$ cat src/core/intflag_pkg.sv
// Constants for the interrupt flag and edge control block
package intflag_pkg;

  // ==========================================================================
  // Register byte addresses (offsets not printed, chosen here)
  localparam logic [3:0] ADDR_CONTROL_TWO = 4'h0;
  localparam logic [3:0] ADDR_FLAGS_A     = 4'h4;
  localparam logic [3:0] ADDR_FLAGS_B     = 4'h8;

  // ==========================================================================
  // Control register two layout
  localparam int          ALT_TABLE_BIT  = 15;
  localparam int          HOLD_BIT       = 14;
  localparam int          EDGE_POL_LSB   = 0;
  localparam int          NUM_EXT_PINS   = 3;
  localparam logic [15:0] CONTROL_WMASK  = 16'h8007;
  localparam logic [15:0] CONTROL_RESET  = 16'h0000;

  // ==========================================================================
  // Flag register layouts: implemented bits, all others read as zero
  localparam logic [15:0] FLAGS_A_MASK   = 16'h7fef;
  localparam logic [15:0] FLAGS_B_MASK   = 16'he87f;
  localparam logic [15:0] FLAGS_RESET    = 16'h0000;
  localparam int          FLAG_WIDTH     = 16;

  // Flag A positions
  localparam int FA_I2C_MASTER = 14;
  localparam int FA_I2C_SLAVE  = 13;
  localparam int FA_NVM        = 12;
  localparam int FA_ADC        = 11;
  localparam int FA_UART_TX    = 10;
  localparam int FA_UART_RX    = 9;
  localparam int FA_SPI        = 8;
  localparam int FA_TIMER3     = 7;
  localparam int FA_TIMER2     = 6;
  localparam int FA_COMPARE2   = 5;
  localparam int FA_TIMER1     = 3;
  localparam int FA_COMPARE1   = 2;
  localparam int FA_CAPTURE1   = 1;
  localparam int FA_EXT0       = 0;

  // Flag B positions
  localparam int FB_COMPARATOR3 = 15;
  localparam int FB_COMPARATOR2 = 14;
  localparam int FB_COMPARATOR1 = 13;
  localparam int FB_CHANGE      = 11;
  localparam int FB_PULSE_LSB   = 3;
  localparam int FB_PULSE_MATCH = 2;
  localparam int FB_EXT2        = 1;
  localparam int FB_EXT1        = 0;

  // ==========================================================================
  // AXI4-Lite answers
  localparam logic [1:0] RESP_OKAY   = 2'b00;
  localparam logic [1:0] RESP_SLVERR = 2'b10;

endpackage : intflag_pkg

$ cat src/core/intflag_ctrl.sv
// Interrupt control register two and flag registers A and B
// ==========================================================================
`timescale 1ns/1ps

module intflag_ctrl (
  // Clock and reset
  input  wire logic        CLK_SYS,
  input  wire logic        RST_N,
  // AXI4-Lite write address
  input  wire logic [3:0]  S_AXI_AWADDR,
  input  wire logic        S_AXI_AWVALID,
  output logic             S_AXI_AWREADY,
  // AXI4-Lite write data
  input  wire logic [31:0] S_AXI_WDATA,
  input  wire logic [3:0]  S_AXI_WSTRB,
  input  wire logic        S_AXI_WVALID,
  output logic             S_AXI_WREADY,
  // AXI4-Lite write response
  output logic [1:0]       S_AXI_BRESP,
  output logic             S_AXI_BVALID,
  input  wire logic        S_AXI_BREADY,
  // AXI4-Lite read address
  input  wire logic [3:0]  S_AXI_ARADDR,
  input  wire logic        S_AXI_ARVALID,
  output logic             S_AXI_ARREADY,
  // AXI4-Lite read data
  output logic [31:0]      S_AXI_RDATA,
  output logic [1:0]       S_AXI_RRESP,
  output logic             S_AXI_RVALID,
  input  wire logic        S_AXI_RREADY,
  // Core status and vector table choice
  input  wire logic        HOLD_INSTR_ACTIVE,
  output logic             ALT_TABLE_SELECT,
  // External pins, already synchronous
  input  wire logic [2:0]  EXT_PIN,
  // Peripheral request pulses, one per flag position
  input  wire logic [15:0] REQ_FLAGS_A,
  input  wire logic [15:0] REQ_FLAGS_B,
  // Enables and priority gate from the remaining controller
  input  wire logic [15:0] ENABLE_A,
  input  wire logic [15:0] ENABLE_B,
  input  wire logic        PRIORITY_OK,
  // Outputs toward the core
  output logic [15:0]      FLAGS_A,
  output logic [15:0]      FLAGS_B,
  output logic             IRQ_PENDING,
  output logic             WAKE_REQUEST
);

  localparam int NP = intflag_pkg::NUM_EXT_PINS;

  // ==========================================================================
  // Bus slave state
  logic          aw_held_ff;
  logic          nxt_aw_held;
  logic [3:0]    aw_addr_ff;
  logic [3:0]    nxt_aw_addr;
  logic          w_held_ff;
  logic          nxt_w_held;
  logic [31:0]   w_data_ff;
  logic [31:0]   nxt_w_data;
  logic [3:0]    w_strb_ff;
  logic [3:0]    nxt_w_strb;
  logic          bvalid_ff;
  logic          nxt_bvalid;
  logic [1:0]    bresp_ff;
  logic [1:0]    nxt_bresp;
  logic          rvalid_ff;
  logic          nxt_rvalid;
  logic [1:0]    rresp_ff;
  logic [1:0]    nxt_rresp;
  logic [31:0]   rdata_ff;
  logic [31:0]   nxt_rdata;

  // Register state
  logic          alt_table_select_ff;
  logic          nxt_alt_table_select;
  logic [NP-1:0] edge_pol_ff;
  logic [NP-1:0] nxt_edge_pol;
  logic [15:0]   flags_a_ff;
  logic [15:0]   nxt_flags_a;
  logic [15:0]   flags_b_ff;
  logic [15:0]   nxt_flags_b;
  logic [NP-1:0] pin_prev_ff;
  logic [NP-1:0] nxt_pin_prev;
  logic          irq_ff;
  logic          nxt_irq;

  // Decoded write and set terms
  logic          do_write;
  logic          wr_control;
  logic          wr_flags_a;
  logic          wr_flags_b;
  logic [15:0]   wr_mask;
  logic [15:0]   wr_val;
  logic [15:0]   control_view;
  logic [NP-1:0] pin_edge;
  logic [15:0]   hw_set_a;
  logic [15:0]   hw_set_b;

  // ==========================================================================
  // External pin edge detection
  genvar gi;
  generate
    for (gi = 0; gi < NP; gi++) begin : g_pin
      // Negative edge when polarity is one, positive edge otherwise
      assign pin_edge[gi] = edge_pol_ff[gi] ? (pin_prev_ff[gi] & ~EXT_PIN[gi])
                                            : (~pin_prev_ff[gi] & EXT_PIN[gi]);
    end
  endgenerate

  // Pins only reach their own flag positions
  always_comb begin
    hw_set_a = REQ_FLAGS_A;
    hw_set_b = REQ_FLAGS_B;
    hw_set_a[intflag_pkg::FA_EXT0] = pin_edge[0];
    hw_set_b[intflag_pkg::FB_EXT1] = pin_edge[1];
    hw_set_b[intflag_pkg::FB_EXT2] = pin_edge[2];
  end

  // ==========================================================================
  // Write path: address and data may arrive in either order
  assign S_AXI_AWREADY = ~aw_held_ff;
  assign S_AXI_WREADY  = ~w_held_ff;
  assign do_write      = aw_held_ff & w_held_ff & ~bvalid_ff;

  always_comb begin
    nxt_aw_held = aw_held_ff;
    nxt_aw_addr = aw_addr_ff;
    nxt_w_held  = w_held_ff;
    nxt_w_data  = w_data_ff;
    nxt_w_strb  = w_strb_ff;
    nxt_bvalid  = bvalid_ff;
    nxt_bresp   = bresp_ff;
    if (S_AXI_AWVALID && !aw_held_ff) begin
      nxt_aw_held = 1'b1;
      nxt_aw_addr = S_AXI_AWADDR;
    end
    if (S_AXI_WVALID && !w_held_ff) begin
      nxt_w_held = 1'b1;
      nxt_w_data = S_AXI_WDATA;
      nxt_w_strb = S_AXI_WSTRB;
    end
    if (do_write) begin
      nxt_bvalid  = 1'b1;
      nxt_aw_held = 1'b0;
      nxt_w_held  = 1'b0;
      case (aw_addr_ff)
        intflag_pkg::ADDR_CONTROL_TWO,
        intflag_pkg::ADDR_FLAGS_A,
        intflag_pkg::ADDR_FLAGS_B: nxt_bresp = intflag_pkg::RESP_OKAY;
        default:                   nxt_bresp = intflag_pkg::RESP_SLVERR;
      endcase
    end else if (bvalid_ff && S_AXI_BREADY) begin
      nxt_bvalid = 1'b0;
    end
  end

  // Byte enables cover the low 16 bits only
  always_comb begin
    wr_mask = {{8{w_strb_ff[1]}}, {8{w_strb_ff[0]}}};
    wr_val  = w_data_ff[15:0];
  end

  // ==========================================================================
  // Write decode, shared by the register groups below
  always_comb begin
    wr_control = do_write && (aw_addr_ff == intflag_pkg::ADDR_CONTROL_TWO);
    wr_flags_a = do_write && (aw_addr_ff == intflag_pkg::ADDR_FLAGS_A);
    wr_flags_b = do_write && (aw_addr_ff == intflag_pkg::ADDR_FLAGS_B);
  end

  // ==========================================================================
  // Control register two
  always_comb begin
    nxt_alt_table_select = alt_table_select_ff;
    nxt_edge_pol         = edge_pol_ff;
    // Hold bit and bits 13..3 are not writable
    if (wr_control && wr_mask[intflag_pkg::ALT_TABLE_BIT]) begin
      nxt_alt_table_select = wr_val[intflag_pkg::ALT_TABLE_BIT];
    end
    if (wr_control && wr_mask[intflag_pkg::EDGE_POL_LSB]) begin
      nxt_edge_pol = wr_val[intflag_pkg::EDGE_POL_LSB +: NP];
    end
  end

  // ==========================================================================
  // Flag registers A and B
  always_comb begin
    nxt_flags_a = flags_a_ff;
    nxt_flags_b = flags_b_ff;
    if (wr_flags_a) begin
      nxt_flags_a = (flags_a_ff & ~wr_mask) | (wr_val & wr_mask);
    end
    if (wr_flags_b) begin
      nxt_flags_b = (flags_b_ff & ~wr_mask) | (wr_val & wr_mask);
    end
    // A request in the same cycle as a software clear still wins,
    // so an event is never lost to a clear written in that same cycle
    nxt_flags_a = (nxt_flags_a | hw_set_a) & intflag_pkg::FLAGS_A_MASK;
    nxt_flags_b = (nxt_flags_b | hw_set_b) & intflag_pkg::FLAGS_B_MASK;
  end

  // ==========================================================================
  // Pin history and request output
  always_comb begin
    nxt_pin_prev = EXT_PIN;
    // Registered so the core never sees a glitch from a bus write
    nxt_irq = PRIORITY_OK & (|(flags_a_ff & ENABLE_A) | |(flags_b_ff & ENABLE_B));
  end

  // ==========================================================================
  // Read path
  always_comb begin
    control_view = intflag_pkg::CONTROL_RESET;
    control_view[intflag_pkg::ALT_TABLE_BIT] = alt_table_select_ff;
    control_view[intflag_pkg::HOLD_BIT]      = HOLD_INSTR_ACTIVE;
    control_view[intflag_pkg::EDGE_POL_LSB +: NP] = edge_pol_ff;
    control_view = control_view & intflag_pkg::CONTROL_WMASK | 
                   (control_view & (16'h0001 << intflag_pkg::HOLD_BIT));
  end

  assign S_AXI_ARREADY = ~rvalid_ff;

  always_comb begin
    nxt_rvalid = rvalid_ff;
    nxt_rresp  = rresp_ff;
    nxt_rdata  = rdata_ff;
    if (S_AXI_ARVALID && !rvalid_ff) begin
      nxt_rvalid = 1'b1;
      nxt_rresp  = intflag_pkg::RESP_OKAY;
      case (S_AXI_ARADDR)
        intflag_pkg::ADDR_CONTROL_TWO: nxt_rdata = {16'h0000, control_view};
        intflag_pkg::ADDR_FLAGS_A:     nxt_rdata = {16'h0000, flags_a_ff};
        intflag_pkg::ADDR_FLAGS_B:     nxt_rdata = {16'h0000, flags_b_ff};
        default: begin
          nxt_rdata = 32'h0000_0000;
          nxt_rresp = intflag_pkg::RESP_SLVERR;
        end
      endcase
    end else if (rvalid_ff && S_AXI_RREADY) begin
      nxt_rvalid = 1'b0;
    end
  end

  // ==========================================================================
  // Write bus registers
  always_ff @(posedge CLK_SYS) begin
    if (!RST_N) begin
      aw_held_ff <= 1'b0;
      aw_addr_ff <= 4'h0;
      w_held_ff  <= 1'b0;
      w_data_ff  <= 32'h0000_0000;
      w_strb_ff  <= 4'h0;
      bvalid_ff  <= 1'b0;
      bresp_ff   <= intflag_pkg::RESP_OKAY;
    end else begin
      aw_held_ff <= nxt_aw_held;
      aw_addr_ff <= nxt_aw_addr;
      w_held_ff  <= nxt_w_held;
      w_data_ff  <= nxt_w_data;
      w_strb_ff  <= nxt_w_strb;
      bvalid_ff  <= nxt_bvalid;
      bresp_ff   <= nxt_bresp;
    end
  end

  // ==========================================================================
  // Read bus registers
  always_ff @(posedge CLK_SYS) begin
    if (!RST_N) begin
      rvalid_ff <= 1'b0;
      rresp_ff  <= intflag_pkg::RESP_OKAY;
      rdata_ff  <= 32'h0000_0000;
    end else begin
      rvalid_ff <= nxt_rvalid;
      rresp_ff  <= nxt_rresp;
      rdata_ff  <= nxt_rdata;
    end
  end

  // ==========================================================================
  // Control register two storage
  always_ff @(posedge CLK_SYS) begin
    if (!RST_N) begin
      alt_table_select_ff <= 1'b0;
      edge_pol_ff         <= '0;
    end else begin
      alt_table_select_ff <= nxt_alt_table_select;
      edge_pol_ff         <= nxt_edge_pol;
    end
  end

  // ==========================================================================
  // Flag storage
  always_ff @(posedge CLK_SYS) begin
    if (!RST_N) begin
      flags_a_ff <= intflag_pkg::FLAGS_RESET;
      flags_b_ff <= intflag_pkg::FLAGS_RESET;
    end else begin
      flags_a_ff <= nxt_flags_a;
      flags_b_ff <= nxt_flags_b;
    end
  end

  // ==========================================================================
  // Pin history and request storage
  always_ff @(posedge CLK_SYS) begin
    if (!RST_N) begin
      // Tracks the live pins during reset: a pin already high at release is no edge
      pin_prev_ff <= EXT_PIN;
      irq_ff      <= 1'b0;
    end else begin
      pin_prev_ff <= nxt_pin_prev;
      irq_ff      <= nxt_irq;
    end
  end

  // ==========================================================================
  // Outputs
  assign S_AXI_BVALID     = bvalid_ff;
  assign S_AXI_BRESP      = bresp_ff;
  assign S_AXI_RVALID     = rvalid_ff;
  assign S_AXI_RRESP      = rresp_ff;
  assign S_AXI_RDATA      = rdata_ff;
  assign ALT_TABLE_SELECT = alt_table_select_ff;
  assign FLAGS_A          = flags_a_ff;
  assign FLAGS_B          = flags_b_ff;
  // Same registered level serves presentation and wake-up
  assign IRQ_PENDING      = irq_ff;
  assign WAKE_REQUEST     = irq_ff;

endmodule : intflag_ctrl

$ cat config.mk
export PLATFORM = sky130hd
export DESIGN_NAME = intflag_ctrl
export DESIGN_NICKNAME = d
export VERILOG_FILES = /design/src/core/intflag_pkg.sv /design/src/core/intflag_ctrl.sv
export SDC_FILE = /design/constraint.sdc
export NUM_CORES = 1
export LEC_CHECK = 0
export BUFFER_PORTS_ARGS = -buffer_cell sky130_fd_sc_hd__buf_2
export CAP_MARGIN = 20
export CORE_ASPECT_RATIO = 0.5
export CORE_MARGIN = 2
export CORE_UTILIZATION = 40
export DETAILED_ROUTE_END_ITERATION = 8
export GPL_TIMING_DRIVEN = 0
export PLACE_DENSITY = 0.78
export SYNTH_ARGS = -nofsm -noshare
export SYNTH_HDL_FRONTEND = slang
export SYNTH_SLANG_ARGS = --single-unit
$ cat constraint.sdc
create_clock -name CLK_SYS -period 1.58 [get_ports CLK_SYS]
set_clock_uncertainty 0.15 [all_clocks]
set_input_delay 0.237 -clock CLK_SYS [delete_from_list [all_inputs] [get_ports CLK_SYS]]
set_output_delay 0.237 -clock CLK_SYS [all_outputs]
set_load 0.005 [all_outputs]
* Word level (Yosys, flattened, before mapping)
Cells that the tools add are included.
Word-level totals: bits of input ports 120, output and inout bits 76, register bits after elaboration 100, logic and storage cells 87
Operators by class: bitwise operators 32, mux-type cells 12, reduce and logical (&&, ||, !) cells 22, equality and inequality tests 4
Operators by type and width (number):
- AND 16 bit | 3
- case mux 16 bit (3 select lines) | 1
- OR 16 bit | 2
- OR reduction 16 bit | 2
- OR 15 bit | 2
- AND 15 x 16 -> 16 bit | 1
- 2-to-1 mux 16 bit | 1
- NOT 16 bit | 1
- OR 16 x 15 -> 16 bit | 1
- AND 15 bit | 1
- 2-to-1 mux 15 bit | 1
- NOT 1 bit | 11
- logical AND 1 bit | 10
- AND 1 bit | 9
- == test 4 x 3 -> 1 bit, second input constant | 2
- == test 4 bit, second input constant | 2
- logical NOT 4 bit | 2
- 2-to-1 mux 1 bit | 7
- OR reduction 3 bit | 2
- 2-to-1 mux 2 bit | 2
- nonzero test 2 bit | 2
- logical NOT 1 bit | 3
- OR reduction 2 bit | 1
- OR 1 bit | 1

* Logic depth before layout (Yosys ltp)
depth after elaboration 5, gate-level depth with buffers 6, gate-level depth less buffers 4

* Worst setup path before layout
Ideal clock, no wire load.
kind flip-flop to flip-flop, start point reg bvalid_ff (netlist: S_AXI_BVALID), end point reg flags_a_ff[1] (netlist: FLAGS_A[1]), slack -0.110 ns, cell stages (with the launch flop) 7, period minus slack after synthesis 1.690 ns, arrival time 1.426 ns, path through dfxtp_1 > and3b_1 > buf_6 > and4_4 > buf_6 > mux2_4 > o21a_1
On the way: longest elaborated chain between the ends 5
RTL lines:
- from (decl) | RTL line intflag_ctrl.sv:64 | logic bvalid_ff;
- from (signal assigned) | RTL line intflag_ctrl.sv:263 | bvalid_ff <= nxt_bvalid;
- NOT 1 bit | RTL line intflag_ctrl.sv:125 | assign do_write = aw_held_ff & w_held_ff & ~bvalid_ff;
- AND 1 bit | RTL line intflag_ctrl.sv:125
- logical AND 1 bit | RTL line intflag_ctrl.sv:169 | wr_flags_a = do_write && (aw_addr_ff == intflag_pkg::ADDR_FLAGS_A);
- 2-to-1 mux 15 bit | RTL line intflag_ctrl.sv:192 | if (wr_flags_a) begin
- OR 15 bit | RTL line intflag_ctrl.sv:200 | nxt_flags_a = (nxt_flags_a | hw_set_a) & intflag_pkg::FLAGS_A_MASK;
- to (signal assigned) | RTL line intflag_ctrl.sv:298 | flags_a_ff <= intflag_pkg::FLAGS_RESET;
- to (signal assigned) | RTL line intflag_ctrl.sv:301 | flags_a_ff <= nxt_flags_a;
- to (decl) | RTL line intflag_ctrl.sv:80 | logic [15:0] flags_a_ff;
Every way passes these cells. A chain may end at the register's enable or synchronous reset.

* Final worst setup path
Ends and elaborated chain as after synthesis.

==> metrics <==
Worst EP required 1660 ps; clock sinks 77; Die Area 9610 sq um; Arr. time, crit path 1810 ps; ANT nets after route 0; gr ovfl total 0; xor and xnor area share after synthesis 0%; failing checks hold timing, setup timing; Max Cap Viol 0; vias in the first global route 3055; Total Routing Usage GR 21.5%; area share of fa/ha/maj cells after synthesis 0%; Tcrit/Tclk final 109%; routability cong. approximately 0.84; largest family of logic cells by synthesized area compound AO/OA/AOI/OAI gates; crit-path max cell delay 330 ps; Final Setup Violations 23; first-pass GRT wire length 15.6 mm; crit end category register; Clock transition at path regs roughly 60 ps; initial antenna violation count 0; syn avg cell area 9.83 sq um; Hold Vio Cnt, Final 1; Synth cell types 39; Peak VDD IR 574 uV; register area share after synthesis 43.8%; WL/cell between 15 and 20 microns; CTS tree built; RSZ-0062 raised after global routing true; CP startpoint kind register; Hold Crit Class in2reg; Final #Nets 680; final instance area 5150 sq um; Detailed Place HPWL between 7 and 8 mm; total wire length 10.6 mm; die height approximately 70 microns; max frequency a little under 600 MHz; Slew @ Worst Pin 574 ps; Starting DRT DRC Count 348; CP Class reg2reg; via count 3293; CTS max path bufs 2; Pwr Density approximately 950 nW/um^2; vias per cell 4.82; drc violations 0; largest fanout on the critical path 7; Layout area overhead 46.3%; I/O pin total 196; placed inst area 4420 sq um; register area 1550 sq um; Layout Cells excl Fill 683; total CTS buffers 9; CTS H-tree lvls 3; PortBufs 132; Post-Route Utilization roughly three fifths; largest net degree at the start of global routing 19; Ys Warns 0; drt first pass iters 4; Cells after Synth 358; Die W 137 microns; share of cells above drive strength 1 39.8%; Buffers & Inverters on Critical Path 1; Core Box Area 8620 sq um; Root Driver clkbuf_16; crit path time final 1730 ps; Synth Area in Simple Gates 16.1%; mux contribution to synthesized area ~12%; outcome finished, violations left; Crit-path slowest cell and4_4; Pleak 0.00240 uW; filler instances 730; Worst Hold Slack -0.601 ps; Worst Slack Setup Final -146 ps; Setup WS pre-CTS -516 ps; # rows 24; CP top delay family simple AND/OR/NAND/NOR gates; Final Max Slew Viols 0; Cells after DPL between 600 and 700; cells along the critical path and3b_1 > buf_6 > and4_4 > mux2_4 > o21a_1; initial core utilization 40.8%; clock latency on the worst-skew pair 340 ps; FF+latch count, synth 77; multi-input logic area about 1800 sq um; worst relative slew slack 61.8%; post-synthesis compound-gate area fraction 19.1%; Mapped Area 3520 sq um
==> cells in the mapped netlist (all sizes together) <==
| library cell | instances | area share, % |
|---|---|---|
| and4bb | 1 | 0.46 |
| nand4 | 5 | 1.5 |
| nor2 | 7 | 0.82 |
| o21ai | 3 | 0.43 |
| mux2 | 23 | 8.0 |
| a222oi | 1 | 0.28 |
| nor3b | 3 | 0.64 |
| a22o | 6 | 1.5 |
| and3b | 1 | 0.25 |
| nand2 | 42 | 4.5 |
| nand2b | 2 | 0.36 |
| mux2i | 15 | 4.3 |
| and2b | 1 | 0.21 |
| a21boi | 23 | 4.9 |
| and2 | 3 | 0.53 |
| a221oi | 1 | 0.25 |
| buf | 30 | 6.5 |
| and4 | 1 | 0.32 |
| conb | 1 | 0.11 |
| o311a | 1 | 0.28 |
| nand3 | 4 | 0.57 |
| a22oi | 22 | 4.7 |
| inv | 4 | 0.43 |
| a32oi | 1 | 0.25 |
| dfxtp | 77 | 44 |
| o211a | 2 | 0.57 |
| nor2b | 32 | 5.7 |
| clkbuf | 16 | 1.7 |
| o21a | 23 | 4.9 |
| nor4b | 1 | 0.25 |
| o2bb2ai | 2 | 0.50 |
| a21oi | 4 | 0.57 |
==> stage by stage <==
stage	hold slack, ps	setup TNS (ps)	total power [uW]
4_1_cts	1.21	-2150	4890
3_3_place_gp	216	-10320	2760
5_1_grt	4.80	-2420	5060
2_1_floorplan	115	-633	2500
6_report	-0.601	-1400	4910
3_5_place_dp	216	-11950	2780
==> worst min-delay path: cells and delay by family <==
| family | cells | cell delay [ps] |
|---|---|---|
| AOI/OAI and AO/OA | 1 | 70 |
| buffers and inverters | 1 | 100 |
| and+or+nand+nor | 1 | 40 |
==> path summary, 6_finish.rpt <==
path,from,to,slack (ps),cells past startpoint
max,S_AXI_BVALID,FLAGS_A[1],-150,5
min,S_AXI_WDATA[8],w_data_ff[8],-0.6,3
max reg2reg,S_AXI_BVALID,FLAGS_A[1],-150,5
min reg2reg,w_data_ff[12],w_data_ff[12],320,2
==> report_power, final <==
group / switching (uW) / leakage [uW] / internal, uW
sequential: 104 / 0.000637 / 2040
combinational: 299 / 0.00162 / 388
clock: 820 / 0.000140 / 1260
total: 1220 / 0.00240 / 3690
==> routing by layer <==
metal	part of all wire (%)	vias up	GRT usage, %
met3	8.5	18	6.10
li1	-	1613	-
met2	47	139	36.9
met1	42	1523	26.1
met4	1.7	0	6.71
met5	0	-	0
==> repair_timing <==
action | in CTS | in global routing
resized for setup | 13 | 11
hold endpoints to repair | 32 | 0
hold buffers | 32 | 0
cloned | 0 | 0
endpoints found under the setup margin | 50 | 59
setup buffers | 5 | 2
pin swaps | 3 | 2
==> layout make-up <==
| class | count | area share, % |
|---|---|---|
| well taps | 117 | 2.84 |
| clock inverters | 6 | 1.22 |
| multi-input cells | 255 | 35.2 |
| flip-flops and latches | 77 | 30.2 |
| clock buffers | 10 | 4.64 |
| plain buffers | 42 | 5.32 |
| inverters | 4 | 0.292 |
| diodes | 1 | 0.0486 |
| repair buffers | 171 | 20.2 |
==> kinds of logic after synthesis <==
| family | count (synthesis) |
|---|---|
| buffers and inverters | 50 |
| DFF | 77 |
| AOI/OAI and AO/OA | 89 |
| and+or+nand+nor | 103 |
| other | 1 |
| muxes | 38 |
==> placed cells by master, fill, tap and decap left out, types with 3 or more instances in the layout <==
cell           count
a21oi_1            4
conb_1            25
inv_1              4
buf_4             31
mux2_2            17
dlygate4sd3_1     32
nor2_1             6
buf_2            134
a21boi_0          21
nand3_1            4
a22o_1             6
clkbuf_16          9
dfxtp_1           73
mux2i_1           15
nand4_1            3
nand2_1           41
o21ai_0            3
a22oi_1           22
nor3b_1            3
clkinvlp_4         3
nor2b_1           30
clkbuf_1          10
mux2_4             6
dfxtp_4            3
o21a_1            23
buf_6              3
==> flip-flops by register name, indices dropped and copies added, names as in the netlist, 2 cells and up <==
register,flops
FLAGS_B,11
aw_addr_ff,4
S_AXI_RDATA,16
edge_pol_ff,3
w_strb_ff,2
FLAGS_A,14
w_data_ff,16
pin_prev_ff,3
(Power assumes the default switching activity.)
